## src/verilog/lrmfc_pkg.sv

```systemverilog
// constants and types shared by the lane route, marker and fifo config registers
package lrmfc_pkg;

	// ==========================================================
	// register addresses on the management port
	localparam logic [4:0] LRMFC_ADDR_MARKER  = 5'h18; // receive_marker_control
	localparam logic [4:0] LRMFC_ADDR_FIFO    = 5'h19; // transmit_fifo_align_control
	localparam logic [4:0] LRMFC_ADDR_ROUTE   = 5'h1b; // lane_source_routing

	// ==========================================================
	// sizes
	localparam int         LRMFC_LANES        = 4;     // lanes with own routing copy

	// ==========================================================
	// values after reset
	localparam logic [15:0] LRMFC_RST_MARKER  = 16'h0cc8;
	localparam logic [15:0] LRMFC_RST_FIFO    = 16'h02bc;
	localparam logic [15:0] LRMFC_RST_ROUTE [0:LRMFC_LANES-1] =
		'{16'h3020, 16'h3121, 16'h3222, 16'h3323};
	localparam logic [15:0] LRMFC_RD_UNMAPPED = 16'h0000; // answer to other addresses

	// ==========================================================
	// field positions, receive_marker_control
	localparam int MRK_SEL_LSB    = 12; // receive marker select, 3 bits
	localparam int MRK_DET_BIT    = 11; // marker detection enable

	// field positions, transmit_fifo_align_control
	localparam int FIFO_DEPTH_LSB = 13; // slow tx buffer depth, 3 bits
	localparam int FIFO_LVL_LSB   = 11; // slow tx buffer watermark, 2 bits
	localparam int SYNC_ON_BIT    = 10; // custom sync code enable
	localparam int SYNC_CODE_LSB  = 0;  // custom sync code, 10 bits

	// field positions, lane_source_routing
	localparam int RX_DIV_LSB     = 14; // rx rate divider, 2 bits
	localparam int RX_TC_BIT      = 13; // rx tolerance comp enable
	localparam int RX_SRC_LSB     = 11; // rx source pick, 2 bits
	localparam int RX_IDX_LSB     = 8;  // rx lane index, 3 bits, top ignored
	localparam int TX_DIV_LSB     = 6;  // tx rate divider, 2 bits
	localparam int TX_TC_BIT      = 5;  // tx tolerance comp enable
	localparam int TX_SRC_LSB     = 3;  // tx source pick, 2 bits
	localparam int TX_IDX_LSB     = 0;  // tx lane index, 3 bits, top ignored

	// ==========================================================
	// types
	typedef logic [15:0] lrmfc_word_t;  // one management register word

endpackage

```

## src/verilog/lrmfc_config_regs.sv

```systemverilog
// configuration registers for marker detect, slow tx fifo and lane routing
//
// Contract
// RULE1: rx marker select in bits 14:12, reset zero
// RULE2: detect enable gated by bitwise mux mode
// RULE3: tx buffer depth bits 15:13, reset zero
// RULE4: tx buffer watermark bits 12:11, reset zero
// RULE5: bit 10 selects custom sync code
// RULE6: ten bit sync code, reset 2bc
// RULE7: route write touches only masked lanes
// RULE8: rx rate divider bits 15:14 per lane
// RULE9: bit 13 rx tolerance comp enable
// RULE10: bits 12:11 pick rx output source
// RULE11: bits 10:8 pick rx lane, top ignored
// RULE12: tx rate divider bits 7:6 per lane
// RULE13: bit 5 tx tolerance comp enable
// RULE14: bits 4:3 pick tx output source
// RULE15: bits 2:0 pick tx lane, top ignored
// RULE16: four lane copies with own resets
// RULE17: marker and fifo reset words kept
// RULE18: fields read back last written value
`timescale 1ns/100ps

module lrmfc_config_regs
	import lrmfc_pkg::*;
(
	// clock and reset
	input  wire logic                          clk,
	input  wire logic                          sys_rst,
	// management register port
	input  wire logic [4:0]                    regAddr,
	input  wire logic [15:0]                   regWrData,
	input  wire logic                          regWrEn,
	input  wire logic                          regRdEn,
	output logic      [15:0]                   regRdData,
	output logic                               regRdValid,
	// lane selection mask and mode from elsewhere
	input  wire logic [LRMFC_LANES-1:0]        laneWriteMask,
	input  wire logic                          rxBitwiseMuxMode,
	// marker settings
	output logic      [2:0]                    rxMarkerSelect,
	output logic                               markerDetectOn,
	output logic                               markerDetectActive,
	// slow tx buffer and sync code settings
	output logic      [2:0]                    slowTxBufferDepth,
	output logic      [1:0]                    slowTxBufferLevel,
	output logic                               customSyncCodeOn,
	output logic      [9:0]                    customSyncCode,
	// per lane routing settings
	output logic      [LRMFC_LANES-1:0][1:0]   rxLaneRateDivider,
	output logic      [LRMFC_LANES-1:0]        rxLaneToleranceCompOn,
	output logic      [LRMFC_LANES-1:0][1:0]   rxLaneSourcePick,
	output logic      [LRMFC_LANES-1:0][1:0]   rxLaneIndexPick,
	output logic      [LRMFC_LANES-1:0][1:0]   txLaneRateDivider,
	output logic      [LRMFC_LANES-1:0]        txLaneToleranceCompOn,
	output logic      [LRMFC_LANES-1:0][1:0]   txLaneSourcePick,
	output logic      [LRMFC_LANES-1:0][1:0]   txLaneIndexPick
);

	// ==========================================================
	// storage
	lrmfc_word_t                   markerReg;      // receive_marker_control
	lrmfc_word_t                   fifoReg;        // transmit_fifo_align_control
	lrmfc_word_t                   routeReg [0:LRMFC_LANES-1]; // lane_source_routing copies
	logic                          detectActReg;   // gated marker detect
	lrmfc_word_t                   rdDataReg;      // read answer word
	logic                          rdValidReg;     // read answer strobe

	// ==========================================================
	// address decode
	wire logic         hitMarker = (regAddr == LRMFC_ADDR_MARKER);
	wire logic         hitFifo   = (regAddr == LRMFC_ADDR_FIFO);
	wire logic         hitRoute  = (regAddr == LRMFC_ADDR_ROUTE);
	wire logic         wrMarker  = regWrEn & hitMarker;
	wire logic         wrFifo    = regWrEn & hitFifo;
	wire logic         wrRoute   = regWrEn & hitRoute;

	// ==========================================================
	// read lane pick: lowest masked lane, lane 0 when mask empty
	wire logic [1:0]   rdLane    = laneWriteMask[0] ? 2'h0 :
	                               laneWriteMask[1] ? 2'h1 :
	                               laneWriteMask[2] ? 2'h2 :
	                               laneWriteMask[3] ? 2'h3 : 2'h0;

	// read mux, unmapped addresses answer zero
	wire lrmfc_word_t  rdData_next = hitMarker ? markerReg :
	                                 hitFifo   ? fifoReg   :
	                                 hitRoute  ? routeReg[rdLane] :
	                                 LRMFC_RD_UNMAPPED;

	// ==========================================================
	// marker control register, reserved bits kept as written
	// RULE1: marker select stored
	// RULE17: marker reset word
	always_ff @(posedge clk) begin
		if (sys_rst) begin
			markerReg <= LRMFC_RST_MARKER;
		end else if (wrMarker) begin
			markerReg <= regWrData;
		end
	end

	// detect enable acts only in bitwise mux mode
	// RULE2: mode gates detection
	always_ff @(posedge clk) begin
		if (sys_rst) begin
			detectActReg <= 1'b0;
		end else begin
			detectActReg <= markerReg[MRK_DET_BIT] & rxBitwiseMuxMode;
		end
	end

	// ==========================================================
	// fifo and sync code register
	// RULE3: depth field stored
	// RULE4: watermark field stored
	// RULE5: sync code enable stored
	// RULE6: sync code stored
	always_ff @(posedge clk) begin
		if (sys_rst) begin
			fifoReg <= LRMFC_RST_FIFO;
		end else if (wrFifo) begin
			fifoReg <= regWrData;
		end
	end

	// ==========================================================
	// per lane routing copies
	genvar ln;
	generate
		for (ln = 0; ln < LRMFC_LANES; ln++) begin : g_lane
			// RULE7: masked write only
			// RULE16: own reset per lane
			always_ff @(posedge clk) begin
				if (sys_rst) begin
					routeReg[ln] <= LRMFC_RST_ROUTE[ln];
				end else if (wrRoute && laneWriteMask[ln]) begin
					routeReg[ln] <= regWrData;
				end
			end

			// field views of each lane word
			// RULE8: rx rate divider
			assign rxLaneRateDivider[ln]     = routeReg[ln][RX_DIV_LSB+:2];
			// RULE9: rx tolerance comp
			assign rxLaneToleranceCompOn[ln] = routeReg[ln][RX_TC_BIT];
			// RULE10: rx source pick
			assign rxLaneSourcePick[ln]      = routeReg[ln][RX_SRC_LSB+:2];
			// RULE11: rx lane, top bit ignored
			assign rxLaneIndexPick[ln]       = routeReg[ln][RX_IDX_LSB+:2];
			// RULE12: tx rate divider
			assign txLaneRateDivider[ln]     = routeReg[ln][TX_DIV_LSB+:2];
			// RULE13: tx tolerance comp
			assign txLaneToleranceCompOn[ln] = routeReg[ln][TX_TC_BIT];
			// RULE14: tx source pick
			assign txLaneSourcePick[ln]      = routeReg[ln][TX_SRC_LSB+:2];
			// RULE15: tx lane, top bit ignored
			assign txLaneIndexPick[ln]       = routeReg[ln][TX_IDX_LSB+:2];
		end
	endgenerate

	// ==========================================================
	// read answer, one cycle after the request
	// RULE18: readback of stored words
	always_ff @(posedge clk) begin
		if (sys_rst) begin
			rdDataReg  <= LRMFC_RD_UNMAPPED;
			rdValidReg <= 1'b0;
		end else begin
			rdValidReg <= regRdEn;
			if (regRdEn) begin
				rdDataReg <= rdData_next;
			end
		end
	end

	// ==========================================================
	// outputs straight from storage
	assign regRdData          = rdDataReg;
	assign regRdValid         = rdValidReg;
	assign rxMarkerSelect     = markerReg[MRK_SEL_LSB+:3];
	assign markerDetectOn     = markerReg[MRK_DET_BIT];
	assign markerDetectActive = detectActReg;
	assign slowTxBufferDepth  = fifoReg[FIFO_DEPTH_LSB+:3];
	assign slowTxBufferLevel  = fifoReg[FIFO_LVL_LSB+:2];
	assign customSyncCodeOn   = fifoReg[SYNC_ON_BIT];
	assign customSyncCode     = fifoReg[SYNC_CODE_LSB+:10];
endmodule

```

## config.mk

```make
export PLATFORM = sky130hd
export DESIGN_NAME = lrmfc_config_regs
export DESIGN_NICKNAME = d
export VERILOG_FILES = /design/src/verilog/lrmfc_pkg.sv /design/src/verilog/lrmfc_config_regs.sv
export SDC_FILE = /design/constraint.sdc
export NUM_CORES = 1
export LEC_CHECK = 0
export BUFFER_PORTS_ARGS = -buffer_cell sky130_fd_sc_hd__buf_4
export CORE_ASPECT_RATIO = 0.8
export CORE_MARGIN = 5
export CORE_UTILIZATION = 32
export DETAILED_ROUTE_END_ITERATION = 8
export GPL_TIMING_DRIVEN = 0
export MAX_ROUTING_LAYER = met4
export SYNTH_ARGS = -nofsm -noshare
export SYNTH_HDL_FRONTEND = slang
export SYNTH_SLANG_ARGS = --single-unit
export TNS_END_PERCENT = 30
```

## constraint.sdc

```tcl
create_clock -name clk -period 1.88 [get_ports clk]
set_input_delay 0.376 -clock clk [delete_from_list [all_inputs] [get_ports clk]]
set_output_delay 0.376 -clock clk [all_outputs]
set_load 0.005 [all_outputs]
```

==> results of run 1 <==
-- cells in the final DEF, fill, tap and decap left out, drive strengths merged, types with 2 or more instances in the layout --
| cell type | count |
|---|---|
| and2 | 44 |
| edfxtp | 64 |
| o31a | 16 |
| a21o | 4 |
| nand2b | 41 |
| a32oi | 16 |
| mux2i | 21 |
| nand2 | 2 |
| or2b | 3 |
| mux2 | 16 |
| clkinv | 6 |
| a21oi | 32 |
| clkbuf | 51 |
| buf | 191 |
| nor4b | 3 |
| nor2b | 28 |
| or3b | 2 |
| dfxtp | 50 |
| o21ai | 22 |
| nor2 | 24 |
| nand3 | 2 |
| nor3b | 16 |
| o31ai | 16 |
-- routing by layer --
metal	vias to the layer above	track usage, %	wire (microns)
met5	-	-	0
met4	0	3.84	207
met3	18	4.55	1330
met2	208	26.7	8070
met1	2178	23.4	8270
li1	2099	-	-
-- sequential cells by signal, indices dropped and copies added (netlist names) --
signal              count
fifoReg                16
markerReg              16
regRdData              16
regRdValid              1
markerDetectActive      1
routeReg               64
-- cells by family (layout without fill, tap and decap cells) --
group                  after synthesis  after routing  share of synthesized area [%]
AOI/OAI and AO/OA                  106            106                           13.0
DFF                                114            114                           50.4
muxes                               37             37                           6.74
and+or+nand+nor                    171            171                           19.2
buffers and inverters               98            249                           10.6
-- area by class of cell --
cell class,count,area [sq um],share of cell area [%]
Sequential cell,114,2920,38.8
Multi-Input combinational cell,314,2270,30.2
Timing Repair Buffer,120,901,11.9
Clock buffer,25,505,6.70
Clock inverter,6,30.0,0.398
Buffer,97,616,8.16
Tap cell,230,288,3.82
Inverter,1,3.75,0.0498
-- cells in the mapped netlist (6+ instances only) --
cell type / number
a21oi_1: 32
a32oi_1: 16
and2_1: 44
buf_2: 9
buf_4: 61
clkbuf_1: 25
dfxtp_1: 50
edfxtp_1: 64
mux2_2: 16
mux2i_1: 21
nand2b_1: 41
nor2_1: 23
nor2b_1: 28
nor3b_1: 16
o21ai_0: 21
o31a_1: 16
o31ai_1: 6
o31ai_2: 10
-- path summary, 6_finish.rpt --
kind	startpoint	endpoint	slack, ns	cells past startpoint
worst max-delay path	sys_rst	routeReg[2][7]$_SDFFCE_PN0P_	-0.03	5
worst min-delay path	rxBitwiseMuxMode	markerDetectActive$_SDFF_PP0_	0.20	3
worst max register to register	routeReg[3][1]$_SDFFCE_PN1P_	regRdData[1]$_SDFFE_PP0P_	0.77	3
worst min register to register	markerReg[11]$_SDFFE_PP1P_	markerDetectActive$_SDFF_PP0_	0.48	2
-- timing repair --
action	CTS	global route
hold buffers	0	0
buffers inserted	0	0
resized for setup	6	3
setup endpoints to repair	65	61
gates cloned	0	0
-- through the flow --
stage          setup TNS, ns  instance area (sq um)
2_1_floorplan              0                   5790
3_5_place_dp          -63.52                   6980
3_3_place_gp          -59.82                   6980
4_1_cts               -0.113                   7530
5_1_grt                -6.28                   7540
6_report              -0.527                   7540
-- where the power goes --
part / switching (mW) / leakage (nW) / total (mW) / internal (mW)
sequential: 0.0568 / 1.02 / 2.78 / 2.72
combinational: 0.322 / 1.72 / 0.640 / 0.318
clock: 1.09 / 0.272 / 2.92 / 1.84
total: 1.47 / 3.01 / 6.34 / 4.88
-- tightest hold or removal path: stages --
cell and delay [ns]:
buf_4 0.08, nand2_1 0.04, nor2_1 0.07
==> out/results.md, run 1 <==
Logic synthesis
* Async SR Flop Fraction: 0%
* post-synthesis instance total: 526
* post-synthesis cell type count: 37
* Synth area leaders: edfxtp_1, dfxtp_1, buf_4, and2_1, nand2b_1
* Synthesized Nets: 556
* Yosys warning total: 0
* area leader, netlist: edfxtp_1
* share of the synthesized area in the top cell type: 33.2%
* number of flops mapped to enable cells by yosys: 64
* proportion of synthesized chip area in sequential cells: 50.4%
* count of state elements after synthesis: 114
* Top FF cell, synth: edfxtp_1
* cell area after technology mapping: 5790 sq um
* Avg Cell Area, Syn: 11.0 sq um

Detailed routing
* total number of vias: 4503
* detailed router's first-iteration violation count: 344
* post-detailed-routing wire length: 17900 microns
* post-DR vias/cell: 4.96
* number of antenna-violating nets in the routed design: 0
* average wire per standard cell: 19.7 microns
* Pre-antenna DRT Iters: 7
* DRC violation count after routing: 0

Global routing
* first-pass GRT wire length: 26900 microns
* global-route usage over all layers: 17.4%
* number of antenna violations at the first check in global routing: 0
* maximum number of pins on one net before global-route repair: 17
* number of global-route vias before repair: 4595
* total overflow reported by the global router: 0

Timing
* setup repair after global routing missed its margin: yes
* worst hold-check slack: 0.196 ns
* Final Max Tran Viols: 0
* minimum setup slack in the final design: -0.0290 ns
* worst-case clock skew: 0.00588 ns
* slew margin rel.: 51.5%
* final-report setup violation count: 32
* slew at the pin closest to its max-slew limit: 0.721 ns
* number of hold violations in the final report: 0
* fraction of the cycle the final worst path needs: 102%
* achievable clock frequency: 524 MHz
* fin crit period: 1.91 ns

Finish
* number of nets in the finished design: 695
* final core occ: 42.0%
* filler-free cell count of the finished design: 907
* number of diodes added for antenna fixing: 0
* post-synthesis to final-layout area growth: 30.1%
* number of fill cells in the layout: 1742
* proportion of layout cells with a drive suffix above 1: 38.4%

Floorplan
* row count: 44
* Die X: 160 microns
* effective utilization at floorplan: 32.3%
* Die ar.: 20900 sq um
* io pins: 124
* die height: 130 microns
* core area: 17900 sq um

Setup path
* critical path peak fanout: 16
* CP arrival: 1.96 ns
* Crit path largest cell delay: 0.44 ns
* cell with the largest stage delay on the worst path: a21o_2
* buffering stage count on the worst path with inverters included: 4
* critical path data required time: 1.93 ns
* kind of cell with the highest combined delay on the critical path: buffers and inverters
* category of the worst setup path capture point: flip-flop
* critical path class: input pin to flip-flop
* critical path startpoint category: input pin
* cells traversed along the worst timing path: buf_4, buf_2, clkbuf_1, clkbuf_2, a21o_2

Hold path
* worst hold path type: input pin to flip-flop

Placed design
* Post-Place Setup Slack: -0.829 ns
* count of input and output buffers: 120
* Post-DP HPWL: 13300 microns
* Cell Count Post-Placement: 876
* final weighted congestion of routability-driven global placement: 0.815

Outcome
* result of the run: finished with violations
* failing checks: setup timing

Pwr
* PwrDens: 841 nW/um^2
* Max VDD drop: 0.437 mV
* total power consumption of the routed design: 6.34 mW
* Leak: 3.01 nW

Clock network
* clock tree from TritonCTS: done
* Max Root-Sink Buffers: 2
* post-CTS clock slew at the launch and capture registers of the worst setup and hold paths: 0.05 ns
* H-tree depth: 4
* number of CTS-inserted buffers: 17
* CTS root buffer: clkbuf_16
* Worst-Skew Late Latency: 0.41 ns
* clock sink count: 114

Job
* reported max-cap violation count: 0

(Power assumes the default switching activity.)
==> inputs of run 2 (changes only) <==
--- a/config.mk
+++ b/config.mk
@@ -12,6 +12,8 @@
 export DETAILED_ROUTE_END_ITERATION = 8
 export GPL_TIMING_DRIVEN = 0
 export MAX_ROUTING_LAYER = met4
+export PLACE_DENSITY_LB_ADDON = 0.1
+export SLEW_MARGIN = 20
 export SYNTH_ARGS = -nofsm -noshare
 export SYNTH_HDL_FRONTEND = slang
 export SYNTH_SLANG_ARGS = --single-unit
==> run 2 against run 1 <==
  * The run now ends clean
  * Sequential share of layout area shrank 0.083 points
  * Non-clock buffer count is the same
  * Worst hold slack lost 0.015 ns
  * Via count shrank 2.6%
  * Global-route usage grew 0.65 points
  * Clock skew grew 0.0013 ns
  * Clock power grew 3%
  * Worst setup slack gained 0.14 ns
  * Routed wire length is essentially flat
  * Largest power group unchanged
==> out/results.md, run 2 (synthesis results as in run 1) <==
Outcome
* result of the run: completed

Finish
* number of diodes added for antenna fixing: 0
* final core occ: 42.1%
* register containing the most flip-flops in the final layout: routeReg
* proportion of layout cells with a drive suffix above 1: 38.5%
* number of nets in the finished design: 695
* area used by sequential logic in the layout: 2920 sq um
* leading cell types in the layout, fill and taps excluded: buf_4, edfxtp_1, dfxtp_1
* area taken by multi-input logic gates: 2270 sq um
* post-synthesis to final-layout area growth: 30.4%
* flip-flop count of the largest register after layout: 64
* leading cell type in the layout, fill and taps excluded: buf_4
* number of fill cells in the layout: 1787

Detailed routing
* detailed router's first-iteration violation count: 313
* post-detailed-routing wire length: 17900 microns
* Pre-antenna DRT Iters: 4
* DRC violation count after routing: 0
* average wire per standard cell: 19.7 microns
* total number of vias: 4384
* number of antenna-violating nets in the routed design: 0
* post-DR vias/cell: 4.83

Timing
* TNS Setup: 0 ns
* slew at the pin closest to its max-slew limit: 0.723 ns
* final-report setup violation count: 0
* fraction of the cycle the final worst path needs: 94.0%
* Final Max Tran Viols: 0
* worst-case clock skew: 0.00720 ns
* number of hold violations in the final report: 0
* slew margin rel.: 51.4%
* fin crit period: 1.77 ns
* setup repair after global routing missed its margin: yes
* achievable clock frequency: 566 MHz
* worst hold-check slack: 0.181 ns
* minimum setup slack in the final design: 0.113 ns

Placed design
* Post-DP HPWL: 13300 microns
* Post-Place Setup Slack: -0.916 ns
* final weighted congestion of routability-driven global placement: 0.830
* count of input and output buffers: 120

Setup path
* category of the worst setup path capture point: flip-flop
* critical path data required time: 1.94 ns
* cell repeated most along the worst path: clkbuf_2
* critical path startpoint category: input pin
* cell with the largest stage delay on the worst path: a21o_2
* cells on worst reg2reg path: 3
* CP arrival: 1.82 ns
* cells traversed along the worst timing path: buf_4, buf_2, clkbuf_2, clkbuf_2, a21o_2
* critical path class: input pin to flip-flop
* critical path peak fanout: 16
* Crit path largest cell delay: 0.44 ns

Floorplan
* row count: 44
* core area: 17900 sq um
* Die ar.: 20900 sq um
* effective utilization at floorplan: 32.3%
* die height: 130 microns
* Die X: 160 microns
* io pins: 124

Pwr
* total power consumption of the routed design: 6.43 mW
* sequential power share: 43.2%
* PwrDens: 850 nW/um^2
* net switching fraction of the power: 22.8%
* Leak: 3.02 nW
* clock network fraction of design power: 46.8%
* combinational group share of total power: 10.0%
* Max VDD drop: 0.545 mV
* design internal power: 4.96 mW
* Psw: 1.47 mW

Clock network
* clock sink count: 114
* number of CTS-inserted buffers: 17
* CTS root buffer: clkbuf_16
* post-CTS clock slew at the launch and capture registers of the worst setup and hold paths: 0.05 ns
* H-tree depth: 4
* CTS hold repair buffers: 0
* Worst-Skew Late Latency: 0.41 ns
* post-CTS repair timing setup buffer count: 0
* Max Root-Sink Buffers: 2
* clock tree from TritonCTS: done

Global routing
* number of global-route vias before repair: 4661
* total overflow reported by the global router: 0
* maximum number of pins on one net before global-route repair: 17
* first-pass GRT wire length: 27300 microns
* global-route usage over all layers: 18.1%
* number of antenna violations at the first check in global routing: 0

Job
* reported max-cap violation count: 0

Hold path
* worst hold path type: input pin to flip-flop
* worst hold path depth: 3

[run 2: final cells by class]
class | instances | share of cell area [%]
Sequential cell | 114 | 38.7
Multi-Input combinational cell | 314 | 30.0
Timing Repair Buffer | 120 | 11.9
Buffer | 97 | 8.16
Clock buffer | 28 | 7.10
Tap cell | 230 | 3.81
Clock inverter | 4 | 0.265
Inverter | 1 | 0.0497
[run 2: what timing repair did]
action	CTS	global route
endpoints found under the setup margin	65	22
resized for setup	6	3
cloned	0	0
[run 2: worst paths after layout]
check / start / to / slack (ns)
setup / recovery: sys_rst / routeReg[1][4]$_SDFFCE_PN0P_ / 0.11
hold / removal: rxBitwiseMuxMode / markerDetectActive$_SDFF_PP0_ / 0.18
setup reg to reg: routeReg[3][0]$_SDFFCE_PN1P_ / regRdData[0]$_SDFFE_PP0P_ / 0.80
hold reg to reg: markerReg[11]$_SDFFE_PP1P_ / markerDetectActive$_SDFF_PP0_ / 0.48
[run 2: through the flow]
stage          cell area, sq um  std cells
6_report                   7560        908
3_5_place_dp               6980        876
3_3_place_gp               6980        876
5_1_grt                    7560        908
2_1_floorplan              5790        526
4_1_cts                    7550        908
[run 2: layer usage]
metal	routed length, microns	up-vias	global-route usage [%]
met1	8470	2129	24.3
met5	0	-	-
met2	8010	142	26.8
met3	1090	20	4.74
met4	322	0	5.77
li1	-	2093	-
[run 2: power groups by stage]
| stage | logic, mW | clock network [mW] | registers (mW) |
|---|---|---|---|
| CTS | 0.652 | 3.07 | 2.78 |
| global placement | 0.642 | 0 | 2.83 |
| floorplan | 0.342 | 0 | 2.80 |
| finish | 0.645 | 3.01 | 2.78 |
| detailed placement | 0.648 | 0 | 2.83 |
| global route | 0.700 | 3.19 | 2.78 |
[run 2: worst max-delay path: cells and delay by family]
family / cells / cell delay (ns)
buffers and inverters: 4 / 0.98
AO/OA/AOI/OAI: 1 / 0.44
==> inputs of run 3 (changes only) <==
--- a/config.mk
+++ b/config.mk
@@ -11,8 +11,8 @@
 export CORE_UTILIZATION = 32
 export DETAILED_ROUTE_END_ITERATION = 8
 export GPL_TIMING_DRIVEN = 0
-export MAX_ROUTING_LAYER = met4
 export PLACE_DENSITY_LB_ADDON = 0.1
+export RECOVER_POWER = 50
 export SLEW_MARGIN = 20
 export SYNTH_ARGS = -nofsm -noshare
 export SYNTH_HDL_FRONTEND = slang
==> run 3 against run 2 <==
  * Clock power barely moved
  * Maximum frequency fell by 0.32%
  * Final cell count did not move
  * Critical path type unchanged
  * Via count barely moved
  * First-iteration DRC count fell by 0.96%
  * Final area fell by 0.23%
==> out/results.md, run 3 (synthesis results as in run 1) <==
Outcome
* result of the run: completed

Timing
* minimum setup slack in the final design: 0.107 ns
* achievable clock frequency: 564 MHz
* final-report setup violation count: 0
* slew margin rel.: 50.5%
* slew at the pin closest to its max-slew limit: 0.736 ns
* fraction of the cycle the final worst path needs: 94.3%
* Final Max Tran Viols: 0
* worst-case clock skew: 0.00533 ns
* fin crit period: 1.77 ns
* worst hold-check slack: 0.179 ns
* setup repair after global routing missed its margin: yes
* number of hold violations in the final report: 0

Detailed routing
* total number of vias: 4383
* DRC violation count after routing: 0
* post-DR vias/cell: 4.83
* number of antenna-violating nets in the routed design: 0
* post-detailed-routing wire length: 17900 microns
* detailed router's first-iteration violation count: 310
* Pre-antenna DRT Iters: 4
* average wire per standard cell: 19.7 microns

Placed design
* final weighted congestion of routability-driven global placement: 0.818
* Cell Count Post-Placement: 876
* Post-Place Setup Slack: -0.916 ns
* count of input and output buffers: 120
* Post-DP HPWL: 13300 microns

Clock network
* number of CTS-inserted buffers: 17
* CTS root buffer: clkbuf_16
* Worst-Skew Late Latency: 0.41 ns
* H-tree depth: 4
* clock tree from TritonCTS: done
* clock sink count: 114
* CTS hold repair buffers: 0
* post-CTS clock slew at the launch and capture registers of the worst setup and hold paths: 0.05 ns
* post-CTS repair timing setup buffer count: 0
* Max Root-Sink Buffers: 2

Floorplan
* effective utilization at floorplan: 32.3%
* io pins: 124
* die height: 130 microns
* Die X: 160 microns
* core area: 17900 sq um
* Die ar.: 20900 sq um
* row count: 44

Finish
* leading cell type in the layout, fill and taps excluded: buf_4
* area used by sequential logic in the layout: 2920 sq um
* number of fill cells in the layout: 1791
* filler-free cell count of the finished design: 908
* register containing the most flip-flops in the final layout: routeReg
* number of diodes added for antenna fixing: 0
* post-synthesis to final-layout area growth: 30.1%
* proportion of layout cells with a drive suffix above 1: 37.6%
* number of nets in the finished design: 695
* area taken by multi-input logic gates: 2270 sq um
* leading cell types in the layout, fill and taps excluded: buf_4, edfxtp_1, clkbuf_4
* flip-flop count of the largest register after layout: 64

Global routing
* total overflow reported by the global router: 0
* global-route usage over all layers: 17.5%
* number of antenna violations at the first check in global routing: 0
* first-pass GRT wire length: 27200 microns
* maximum number of pins on one net before global-route repair: 17
* number of global-route vias before repair: 4657

Pwr
* PwrDens: 854 nW/um^2
* Max VDD drop: 0.548 mV
* Leak: 2.98 nW

Setup path
* critical path data required time: 1.94 ns
* CP arrival: 1.83 ns
* critical path class: input pin to flip-flop
* category of the worst setup path capture point: flip-flop
* critical path peak fanout: 16
* Critical Path Source: sys_rst
* cells on worst reg2reg path: 3
* critical path startpoint category: input pin
* r2r startpoint: routeReg[3][0]$_SDFFCE_PN1P_

Job
* reported max-cap violation count: 0

Hold path
* worst hold path depth: 3
* worst hold path type: input pin to flip-flop
* startpoint of the lowest-slack hold path: rxBitwiseMuxMode

## run 3: cell count changes in the layout (fill, tap and decap cells not counted)
cell and delta:
buf_4 -67, clkbuf_4 +63, clkbuf_1 +6, buf_2 -2, o21ai_0 +1, o21ai_1 -1
## run 3: final timing paths
path	slack, ns	to
max	0.11	routeReg[1][9]$_SDFFCE_PN0P_
max reg2reg	0.80	regRdData[0]$_SDFFE_PP0P_
min reg2reg	0.48	markerDetectActive$_SDFF_PP0_
min	0.18	markerDetectActive$_SDFF_PP0_
## run 3: area by class of cell
| class | instances | share of cell area [%] |
|---|---|---|
| Buffer | 97 | 8.10 |
| Clock buffer | 28 | 7.12 |
| Clock inverter | 4 | 0.266 |
| Inverter | 1 | 0.0498 |
| Multi-Input combinational cell | 314 | 30.1 |
| Sequential cell | 114 | 38.8 |
| Tap cell | 230 | 3.82 |
| Timing Repair Buffer | 120 | 11.8 |
## run 3: critical path, stage by stage
cell and delay [ns]:
buf_4 0.12, buf_2 0.26, clkbuf_2 0.30, clkbuf_2 0.31
a21o_2 0.45
## run 3: metal layers
layer / vias to the layer above / track usage (%) / part of all wire [%]
li1: 2097 / - / -
met4: 0 / 6.53 / 2.1
met1: 2138 / 24.2 / 48
met3: 22 / 4.64 / 5.5
met2: 126 / 26.7 / 44
met5: - / 0 / 0
## run 3: report_power, final
group	leakage (nW)	switching, mW	internal (mW)	total (mW)
logic	1.68	0.326	0.312	0.639
registers	1.02	0.0543	2.72	2.77
clock network	0.280	1.11	1.92	3.03
## run 3: metrics by stage
stage	setup TNS, ns	util [%]	cell area [sq um]	power, mW
floorplan	0	-	5790	3.14
global placement	-67.11	38.9	6980	3.47
detailed placement	-71.85	38.9	6980	3.48
CTS	-0.00611	42.1	7550	6.50
global route	-0.126	42.0	7540	6.66
finish	0	42.0	7540	6.44
## run 3: timing repair
item	CTS	global route
gates resized for setup	6	3
hold endpoints to repair	0	0
setup endpoints to repair	65	24
